**config.mk**
```make
export PLATFORM = sky130hd
export DESIGN_NAME = vsng_node
export DESIGN_NICKNAME = d
export VERILOG_FILES = /design/src/rtl/vsng_pkg.sv /design/src/rtl/vsng_node.sv
export VERILOG_INCLUDE_DIRS = /design/src /design/src/rtl
export SDC_FILE = /design/constraint.sdc
export NUM_CORES = 1
export LEC_CHECK = 0
export BUFFER_PORTS_ARGS = -buffer_cell sky130_fd_sc_hd__buf_4
export CORE_MARGIN = 4
export CORE_UTILIZATION = 40
export CTS_CLUSTER_SIZE = 14
export DETAILED_ROUTE_END_ITERATION = 7
export GPL_TIMING_DRIVEN = 0
export SLEW_MARGIN = 10
export SYNTH_ARGS = -nofsm -noshare
export SYNTH_HDL_FRONTEND = slang
export SYNTH_SLANG_ARGS = --single-unit
export TNS_END_PERCENT = 10
```
**constraint.sdc**
```tcl
create_clock -name core_clk_in -period 3.4 [get_ports core_clk_in]
set_input_delay 0.34 -clock core_clk_in [delete_from_list [all_inputs] [get_ports core_clk_in]]
set_output_delay 0.34 -clock core_clk_in [all_outputs]
set_load 0.005 [all_outputs]
```
**src/rtl/vsng_regs.svh**
```systemverilog
// Constants for the virtual scan node glue
`ifndef VSNG_REGS_SVH
`define VSNG_REGS_SVH
`define VSNG_IR_WIDTH        4
`define VSNG_DR_WIDTH        8
`define VSNG_CODE_CHAIN_A    4'h1
`define VSNG_CODE_CHAIN_B    4'h2
`define VSNG_IR_RESET        4'h0
`define VSNG_DR_RESET        8'h00
`define VSNG_SELECT_VINSTR   10'h00E
`define VSNG_SELECT_VDATA    10'h00C
`define VSNG_PHYS_IR_WIDTH   10
`define VSNG_TCK_MAX_MHZ     10
`endif

```
**src/rtl/vsng_pkg.sv**
```systemverilog
// Types for the virtual scan node glue
package vsng_pkg;
  typedef enum logic [1:0] {
    VSNG_SEL_BYPASS,
    VSNG_SEL_CHAIN_A,
    VSNG_SEL_CHAIN_B
  } vsng_sel_t;
endpackage : vsng_pkg

```
**src/rtl/vsng_node.sv**
```systemverilog
// Virtual scan node glue: instruction decode, data chains, bypass, core handoff
// Summary of operation
// - Updated virtual instruction shown on parallel output after update-instruction state.
// - Instruction decode picks exactly one user data chain or bypass as scan path.
// - One-hot virtual states decide chain shift and chain update moments.
// - Core exchanges parallel data with chains only outside shift states.
// - Outgoing value loaded into selected chain during capture-data state.
// - Selected chain shifts one bit toward output only in shift-data state.
// - Core takes scanned-in value only after update-data state.
// - Every instruction code selects some chain; serial path never breaks.
// - Unmapped instruction codes select the bypass register.
// - All scan logic clocked by core clock on sampled test clock edges; test clock at most 10 MHz.
// - Crossings into core clock use proper synchronisation.
// - Core may parallel load the virtual instruction for capture.
// - Instruction field width uniform, at least four bits.
`timescale 1ns/10ps
`default_nettype none
`include "vsng_regs.svh"
module vsng_node
  import vsng_pkg::*;
(
  input  wire logic                        core_clk_in,
  input  wire logic                        rst_b_in,
  input  wire logic                        tck_in,
  input  wire logic                        tdi_in,
  input  wire logic                        vstate_cdr_in,
  input  wire logic                        vstate_sdr_in,
  input  wire logic                        vstate_udr_in,
  input  wire logic                        vstate_cir_in,
  input  wire logic                        vstate_uir_in,
  input  wire logic                        vir_tdi_in,
  input  wire logic                        vir_shift_in,
  input  wire logic [`VSNG_IR_WIDTH-1:0]   instr_parallel_load_in,
  input  wire logic [`VSNG_DR_WIDTH-1:0]   chain_a_load_in,
  input  wire logic [`VSNG_DR_WIDTH-1:0]   chain_b_load_in,
  output logic                             tdo_out,
  output logic                             vir_tdo_out,
  output logic [`VSNG_IR_WIDTH-1:0]        instr_out,
  output logic [`VSNG_DR_WIDTH-1:0]        chain_a_data_out,
  output logic [`VSNG_DR_WIDTH-1:0]        chain_b_data_out,
  output logic                             chain_a_valid_out,
  output logic                             chain_b_valid_out
);

  // All nine test-side pins pass two flops before use; tck edges found in core clock
  localparam int NSYNC = 9;
  logic [NSYNC-1:0] sync1;
  logic [NSYNC-1:0] sync2;
  logic             tck_prev;
  logic [NSYNC-1:0] raw_pins;
  logic [NSYNC-1:0] next_sync1;
  logic [NSYNC-1:0] next_sync2;
  logic             next_tck_prev;

  assign raw_pins = {tck_in, tdi_in, vstate_cdr_in, vstate_sdr_in, vstate_udr_in,
                     vstate_cir_in, vstate_uir_in, vir_tdi_in, vir_shift_in};

  // Only the second stage is read, so a metastable first stage never leaks
  always_comb
  begin
    next_sync1    = raw_pins;
    next_sync2    = sync1;
    next_tck_prev = sync2[NSYNC-1];
  end

  always_ff @(posedge core_clk_in or negedge rst_b_in)
  begin
    if (!rst_b_in)
    begin
      sync1    <= '0;
      sync2    <= '0;
      tck_prev <= 1'b0;
    end
    else
    begin
      sync1    <= next_sync1;
      sync2    <= next_sync2;
      tck_prev <= next_tck_prev;
    end
  end

  logic s_tck;
  logic s_tdi;
  logic s_cdr;
  logic s_sdr;
  logic s_udr;
  logic s_cir;
  logic s_uir;
  logic s_vir_tdi;
  logic s_vir_shift;
  logic tck_rise;
  logic tck_fall;

  assign {s_tck, s_tdi, s_cdr, s_sdr, s_udr, s_cir, s_uir, s_vir_tdi, s_vir_shift} = sync2;
  // Test clock edges drive all scan state; slow tck keeps this exact
  assign tck_rise = s_tck & ~tck_prev;
  assign tck_fall = ~s_tck & tck_prev;

  function automatic vsng_sel_t decode_instr(input logic [`VSNG_IR_WIDTH-1:0] code);
    case (code)
      `VSNG_CODE_CHAIN_A: decode_instr = VSNG_SEL_CHAIN_A;
      `VSNG_CODE_CHAIN_B: decode_instr = VSNG_SEL_CHAIN_B;
      default:            decode_instr = VSNG_SEL_BYPASS;
    endcase
  endfunction : decode_instr

  // Chains move toward the serial output, LSB first, fresh bit at the MSB
  function automatic logic [`VSNG_DR_WIDTH-1:0] shift_chain(
    input logic                      bit_in,
    input logic [`VSNG_DR_WIDTH-1:0] chain
  );
    return {bit_in, chain[`VSNG_DR_WIDTH-1:1]};
  endfunction : shift_chain

  function automatic logic chain_lsb(
    input vsng_sel_t                 s,
    input logic [`VSNG_DR_WIDTH-1:0] a,
    input logic [`VSNG_DR_WIDTH-1:0] b,
    input logic                      byp
  );
    case (s)
      VSNG_SEL_CHAIN_A: chain_lsb = a[0];
      VSNG_SEL_CHAIN_B: chain_lsb = b[0];
      default:          chain_lsb = byp;
    endcase
  endfunction : chain_lsb

  // Virtual instruction shift and hold registers
  logic [`VSNG_IR_WIDTH-1:0] ir_shift;
  logic [`VSNG_IR_WIDTH-1:0] ir_hold;
  logic [`VSNG_IR_WIDTH-1:0] next_ir_shift;
  logic [`VSNG_IR_WIDTH-1:0] next_ir_hold;

  always_comb
  begin
    next_ir_shift = ir_shift;
    if (tck_rise && s_cir)
      next_ir_shift = instr_parallel_load_in;
    else if (tck_rise && s_vir_shift)
      next_ir_shift = {s_vir_tdi, ir_shift[`VSNG_IR_WIDTH-1:1]};
  end

  always_ff @(posedge core_clk_in or negedge rst_b_in)
  begin
    if (!rst_b_in)
    begin
      ir_shift <= `VSNG_IR_RESET;
    end
    else
    begin
      ir_shift <= next_ir_shift;
    end
  end

  // Update on falling test clock, as the hub does, after the last shift settled
  always_comb
  begin
    next_ir_hold = ir_hold;
    if (tck_fall && s_uir)
      next_ir_hold = ir_shift;
  end

  always_ff @(posedge core_clk_in or negedge rst_b_in)
  begin
    if (!rst_b_in)
    begin
      ir_hold <= `VSNG_IR_RESET;
    end
    else
    begin
      ir_hold <= next_ir_hold;
    end
  end

  vsng_sel_t sel;
  assign sel = decode_instr(ir_hold);
  // Serial output follows the new selection in the same cycle as instr_out
  vsng_sel_t next_sel;
  assign next_sel = decode_instr(next_ir_hold);

  // Data chains and bypass
  logic [`VSNG_DR_WIDTH-1:0] chain_a;
  logic [`VSNG_DR_WIDTH-1:0] chain_b;
  logic                      bypass;
  logic [`VSNG_DR_WIDTH-1:0] next_chain_a;
  logic [`VSNG_DR_WIDTH-1:0] next_chain_b;
  logic                      next_bypass;

  always_comb
  begin
    next_chain_a = chain_a;
    next_chain_b = chain_b;
    next_bypass  = bypass;
    if (tck_rise && s_cdr)
    begin
      // Core value sampled only at capture, never while shifting
      case (sel)
        VSNG_SEL_CHAIN_A: next_chain_a = chain_a_load_in;
        VSNG_SEL_CHAIN_B: next_chain_b = chain_b_load_in;
        default:          next_bypass  = 1'b0;
      endcase
    end
    else if (tck_rise && s_sdr)
    begin
      case (sel)
        VSNG_SEL_CHAIN_A: next_chain_a = shift_chain(s_tdi, chain_a);
        VSNG_SEL_CHAIN_B: next_chain_b = shift_chain(s_tdi, chain_b);
        default:          next_bypass  = s_tdi;
      endcase
    end
  end

  always_ff @(posedge core_clk_in or negedge rst_b_in)
  begin
    if (!rst_b_in)
    begin
      chain_a <= `VSNG_DR_RESET;
      chain_b <= `VSNG_DR_RESET;
      bypass  <= 1'b0;
    end
    else
    begin
      chain_a <= next_chain_a;
      chain_b <= next_chain_b;
      bypass  <= next_bypass;
    end
  end

  // Parallel handoff to core after update-data
  logic [`VSNG_DR_WIDTH-1:0] next_a_data;
  logic [`VSNG_DR_WIDTH-1:0] next_b_data;
  logic                      next_a_valid;
  logic                      next_b_valid;
  logic                      next_tdo;
  logic                      next_vir_tdo;

  always_comb
  begin
    next_a_data  = chain_a_data_out;
    next_b_data  = chain_b_data_out;
    next_a_valid = 1'b0;
    next_b_valid = 1'b0;
    if (tck_fall && s_udr)
    begin
      if (sel == VSNG_SEL_CHAIN_A)
      begin
        next_a_data  = chain_a;
        next_a_valid = 1'b1;
      end
      if (sel == VSNG_SEL_CHAIN_B)
      begin
        next_b_data  = chain_b;
        next_b_valid = 1'b1;
      end
    end
  end

  always_ff @(posedge core_clk_in or negedge rst_b_in)
  begin
    if (!rst_b_in)
    begin
      chain_a_data_out  <= `VSNG_DR_RESET;
      chain_b_data_out  <= `VSNG_DR_RESET;
      chain_a_valid_out <= 1'b0;
      chain_b_valid_out <= 1'b0;
    end
    else
    begin
      chain_a_data_out  <= next_a_data;
      chain_b_data_out  <= next_b_data;
      chain_a_valid_out <= next_a_valid;
      chain_b_valid_out <= next_b_valid;
    end
  end

  // Serial outputs come from next values so they leave with the chain update
  always_comb
  begin
    next_tdo     = chain_lsb(next_sel, next_chain_a, next_chain_b, next_bypass);
    next_vir_tdo = next_ir_shift[0];
  end

  always_ff @(posedge core_clk_in or negedge rst_b_in)
  begin
    if (!rst_b_in)
    begin
      tdo_out     <= 1'b0;
      vir_tdo_out <= 1'b0;
    end
    else
    begin
      tdo_out     <= next_tdo;
      vir_tdo_out <= next_vir_tdo;
    end
  end

  assign instr_out = ir_hold;

endmodule : vsng_node
`default_nettype wire

```
# Word level (Yosys, flattened, before mapping)
# Cells that the tools add are included.
# word_totals
register_bits,63
in_bits,31
word_cells,63
# op_classes
eq_ne,8
mux,22
n_bitwise,4
reduce_logical,13
# op_table
operator,count
8-bit 2-to-1 mux,8
4-bit 2-to-1 mux,3
4-bit by 1-bit equality test with 1-bit output (second input constant),2
4-bit by 2-bit equality test with 1-bit output (second input constant),2
1-bit 2-to-1 mux,8
2-bit case mux with 2 select lines,2
2-bit AND reduction,4
1-bit logical AND,6
2-bit by 1-bit equality test with 1-bit output (second input constant),2
2-bit equality test (second input constant),2
2-bit nonzero test,2
1-bit bitwise AND,2
1-bit inverter,2
1-bit case mux with 2 select lines,1
2-bit OR reduction,1

# Depth between registers and ports, before layout
# depth
depth_word,8
ltp_mapped,10

# Least setup slack after synthesis
# OpenSTA, ideal clock, no wires.
# synth_path
kind,register to register
startpoint,"register ir_hold[1], in the netlist instr_out[1]"
endpoint,register chain_b[0]
setup_ps,131
t_arrival_ps,1883
path_slack_ps,1386
stages_incl_launch_ff,8
n_path_buf,1
path_cell_list,dfrtp_1 nor4b_1 inv_1 ha_1 and3b_1 buf_6 a32o_1 or3_1
# synth_between
elab_chain_cells,6
# synth_lines
item,line,text
"start, declared",vsng_node.sv:130,logic [`VSNG_IR_WIDTH-1:0] ir_hold;
"start signal, assigned",vsng_node.sv:167,ir_hold <= `VSNG_IR_RESET;
"start signal, assigned",vsng_node.sv:171,ir_hold <= next_ir_hold;
4-bit by 2-bit equality test with 1-bit output / 4-bit by 1-bit equality test with 1-bit output (equally long branches),vsng_node.sv:100,case (code)
2-bit case mux with 2 select lines *,vsng_node.sv:100,
2-bit equality test *,"vsng_node.sv:197, vsng_node.sv:205",
8-bit 2-to-1 mux,vsng_node.sv:205,case (sel)
8-bit 2-to-1 mux,vsng_node.sv:203,else if (tck_rise && s_sdr)
8-bit 2-to-1 mux *,vsng_node.sv:194,if (tck_rise && s_cdr)
net next_chain_b[0],vsng_node.sv:186,logic [`VSNG_DR_WIDTH-1:0] next_chain_b;
"end signal, assigned",vsng_node.sv:218,chain_b <= `VSNG_DR_RESET;
"end signal, assigned",vsng_node.sv:224,chain_b <= next_chain_b;
"end, declared",vsng_node.sv:183,logic [`VSNG_DR_WIDTH-1:0] chain_b;
# The timed path passes the listed nets; every way through them passes the cells marked *. The select of a mux whose other input is x is not followed.
# A chain may end at the register's enable or synchronous reset.

# Worst setup path after layout
# layout_path
startpoint,"register ir_hold[1], in the netlist instr_out[1]"
endpoint,register tdo_out
# layout_between
elab_chain_cells,8
# layout_lines
item,line,text
4-bit by 2-bit equality test with 1-bit output / 4-bit by 1-bit equality test with 1-bit output (equally long branches),vsng_node.sv:100,
2-bit case mux with 2 select lines,vsng_node.sv:100,
2-bit by 1-bit equality test with 1-bit output / 2-bit equality test (equally long branches),"vsng_node.sv:197, vsng_node.sv:205",
2-bit OR reduction (no line),--,
1-bit 2-to-1 mux,vsng_node.sv:205,
1-bit 2-to-1 mux,vsng_node.sv:203,
1-bit 2-to-1 mux,vsng_node.sv:194,
1-bit case mux with 2 select lines *,vsng_node.sv:121,case (s)
net next_tdo,vsng_node.sv:234,logic next_tdo;
"end signal, assigned",vsng_node.sv:292,tdo_out <= next_tdo;
"end, declared",vsng_node.sv:36,"output logic tdo_out,"
# Marks and branches as above.

==> results.json <==
{
  "yosys_register_bits": 63,
  "slowest_delay_ns": 0.47,
  "synth_ff_type": "dfrtp_1",
  "crit_required_ns": 3.59,
  "clockBufferDepth": 2,
  "grt_setup_unrepaired": "no",
  "peakVddDrop_mv": 0.346,
  "grt_use_total": 0.136,
  "reg2reg_from": "instr_out[1]",
  "p_per_area_nw_per_um2": 683,
  "synth_common_cells": "dfrtp_1, nand2_1, o21ai_0",
  "ys_seq_area_frac": 0.624,
  "vias": 1671,
  "dieArea_sq_um": 7650,
  "yosysTopAreaCell": "dfrtp_1",
  "reg2reg_depth": 8,
  "grt-ovfl-total": 0,
  "ys_warn_count": 0,
  "grt_start_max_net_pins": 64,
  "drv_slew": 0,
  "cts_tree": "built",
  "hold_viol": 0,
  "dr.pass1.iters": 4,
  "syn_avg_cell_area_sq_um": 12.8,
  "die_w_um": 87.5,
  "routedWlPerCell_um": 13.8,
  "syn2layout_area_growth_pct": 26.7,
  "synth_cell_types": 36,
  "cp_max_fo": 7,
  "syn_nets": 232,
  "r2r_slack_ns": 1.17,
  "r2r_end": "tdo_out",
  "postCtsSetupRepairBufs": 0,
  "dieHeight_um": 87.5,
  "crit_type": "register to register",
  "drive_above_1_share": 0.352,
  "status": "finished clean",
  "setup_viol": 0,
  "cts_repair_resize_count": 0,
  "post-route-period-util": 0.656,
  "worst_slack_ns": 1.17,
  "crit_chain": "nor4b_1 -> inv_1 -> ha_1 -> and3b_1 -> buf_6 -> a32o_1 -> o31ai_1 -> a31oi_1",
  "ant_nets": 0,
  "synth_top_area_share": 0.624,
  "grt_pass1_wl_um": 7890,
  "clk_pin_slew_ns": 0.07,
  "place_hpwl_um": 3330,
  "clockRootBuffer": "clkbuf_8",
  "routed_wl_um": 4710,
  "io_pins": 55,
  "antenna_found_initial": 0,
  "portBuffers": 54,
  "drt-initial-drc-count": 41,
  "core_area_sq_um": 6030,
  "critical_path.startpoint_type": "register",
  "finalClockSkew_ns": 0.00914,
  "syn_area_sq_um": 2530,
  "finalSetupTns_ns": 0,
  "vias_per_cell": 4.89,
  "arrival_ns": 2.42,
  "gp_congestion": 0.725,
  "end_kind": "register",
  "final_area_sq_um": 3200,
  "synth_edf_count": 0,
  "maxCapViolCount": 0,
  "hold_class": "input port to asynchronous set/reset pin",
  "clk_latency_ns": 0.33,
  "cts.sink_count": 63,
  "htreeDepth": 3,
  "grt_pass1_vias": 1682,
  "cts_made_buffers": 9,
  "final_core_util": 0.531,
  "max_freq_mhz": 448,
  "drc": 0,
  "pre_cts_slack_ns": 1.14,
  "post_dp_cell_area_sq_um": 3030,
  "synthCells": 197,
  "crit_slowest_cell": "nor4b_1",
  "p_leak_nw": 1.65,
  "nets": 297,
  "worst_pin_slew_ns": 0.763,
  "async_flop_share": 1.00,
  "slew_headroom": 0.491,
  "synth_area_leaders": "dfrtp_1, mux2_2, mux2i_1",
  "fin_crit_ns": 2.23,
  "row_count": 28,
  "cts_hold_buf": 0,
  "yosysMostFrequentCell": "dfrtp_1",
  "start_util": 0.419,
  "insertedDiodeCount": 0
}
==> sequential cells by signal, indices dropped and copies added, names as in the netlist, 4 cells and up <==
signal            count
chain_b               8
ir_shift              4
chain_a               8
instr_out             4
next_sync2            9
chain_b_data_out      8
chain_a_data_out      8
sync2                 9
==> where the power goes <==
part	internal, W	switching [W]	total, W
registers	0.000958	0.000135	0.00109
logic	0.000318	0.000212	0.000530
clock network	0.000283	0.000280	0.000563
==> through the flow <==
stage / hold slack (ns) / power [W] / instances
floorplan: 0.0444 / 0.00136 / 197
global placement: 0.332 / 0.00163 / 326
detailed placement: 0.335 / 0.00165 / 326
CTS: 0.0925 / 0.00222 / 342
global route: 0.0817 / 0.00234 / 342
finish: 0.0730 / 0.00219 / 342
==> cell families after synthesis <==
logic type | after synthesis | share of synthesized area
simple gates | 46 | 0.0946
fa+ha+maj | 4 | 0.0198
flops | 63 | 0.624
buf+inv | 13 | 0.0262
compound gates | 37 | 0.0921
mux | 34 | 0.144
==> worst max-delay path by stage <==
stage	slack [ns]	cells after the start	from	end
6_report	1.17	8	instr_out[1]	tdo_out
5_1_grt	1.01	8	instr_out[1]	tdo_out
4_1_cts	1.11	8	instr_out[1]	tdo_out
3_5_place_dp	1.14	8	instr_out[1]	tdo_out
3_3_place_gp	1.14	8	instr_out[1]	tdo_out
2_1_floorplan	1.39	7	instr_out[1]	chain_b[0]
==> final cells by class <==
cell class	count	area, sq um
Multi-Input combinational cell	121	885
Fill cell	548	2820
Clock buffer	11	141
Sequential cell	63	1580
Buffer	5	36.3
Tap cell	75	93.8
Timing Repair Buffer	54	405
Inverter	8	30.0
Clock inverter	5	33.8
==> worst max-delay path, delay by kind of cell, from the launching register on <==
family | cells | cell delay (ns)
and+or+nand+nor | 2 | 0.66
AOI/OAI and AO/OA | 3 | 0.59
DFF | 1 | 0.42
buffers and inverters | 2 | 0.22
adders and majority gates | 1 | 0.22
==> placed cells by master (no fill, tap or decap), types with 2 or more instances in the layout <==
master,instances
nor2_1,2
nand3b_1,2
a22oi_1,4
and3b_1,3
o31ai_1,2
mux2i_1,16
ha_1,4
clkbuf_8,10
nor3_1,2
clkbuf_1,2
inv_1,8
buf_2,2
buf_4,54
clkinv_2,2
nor2b_1,4
nand3_1,2
o21ai_0,21
buf_6,2
mux2_2,18
clkinvlp_4,2
dfrtp_1,63
nand2_1,23
==> per-layer routing <==
layer	routed length, um	track usage	up-vias	part of all wire
met4	63	0.0460	0	0.013
met5	0	0	-	0
li1	-	-	831	-
met1	2090	0.172	791	0.44
met3	307	0.0624	6	0.065
met2	2250	0.208	43	0.48
No activity file was read; power rests on OpenSTA's default activity.
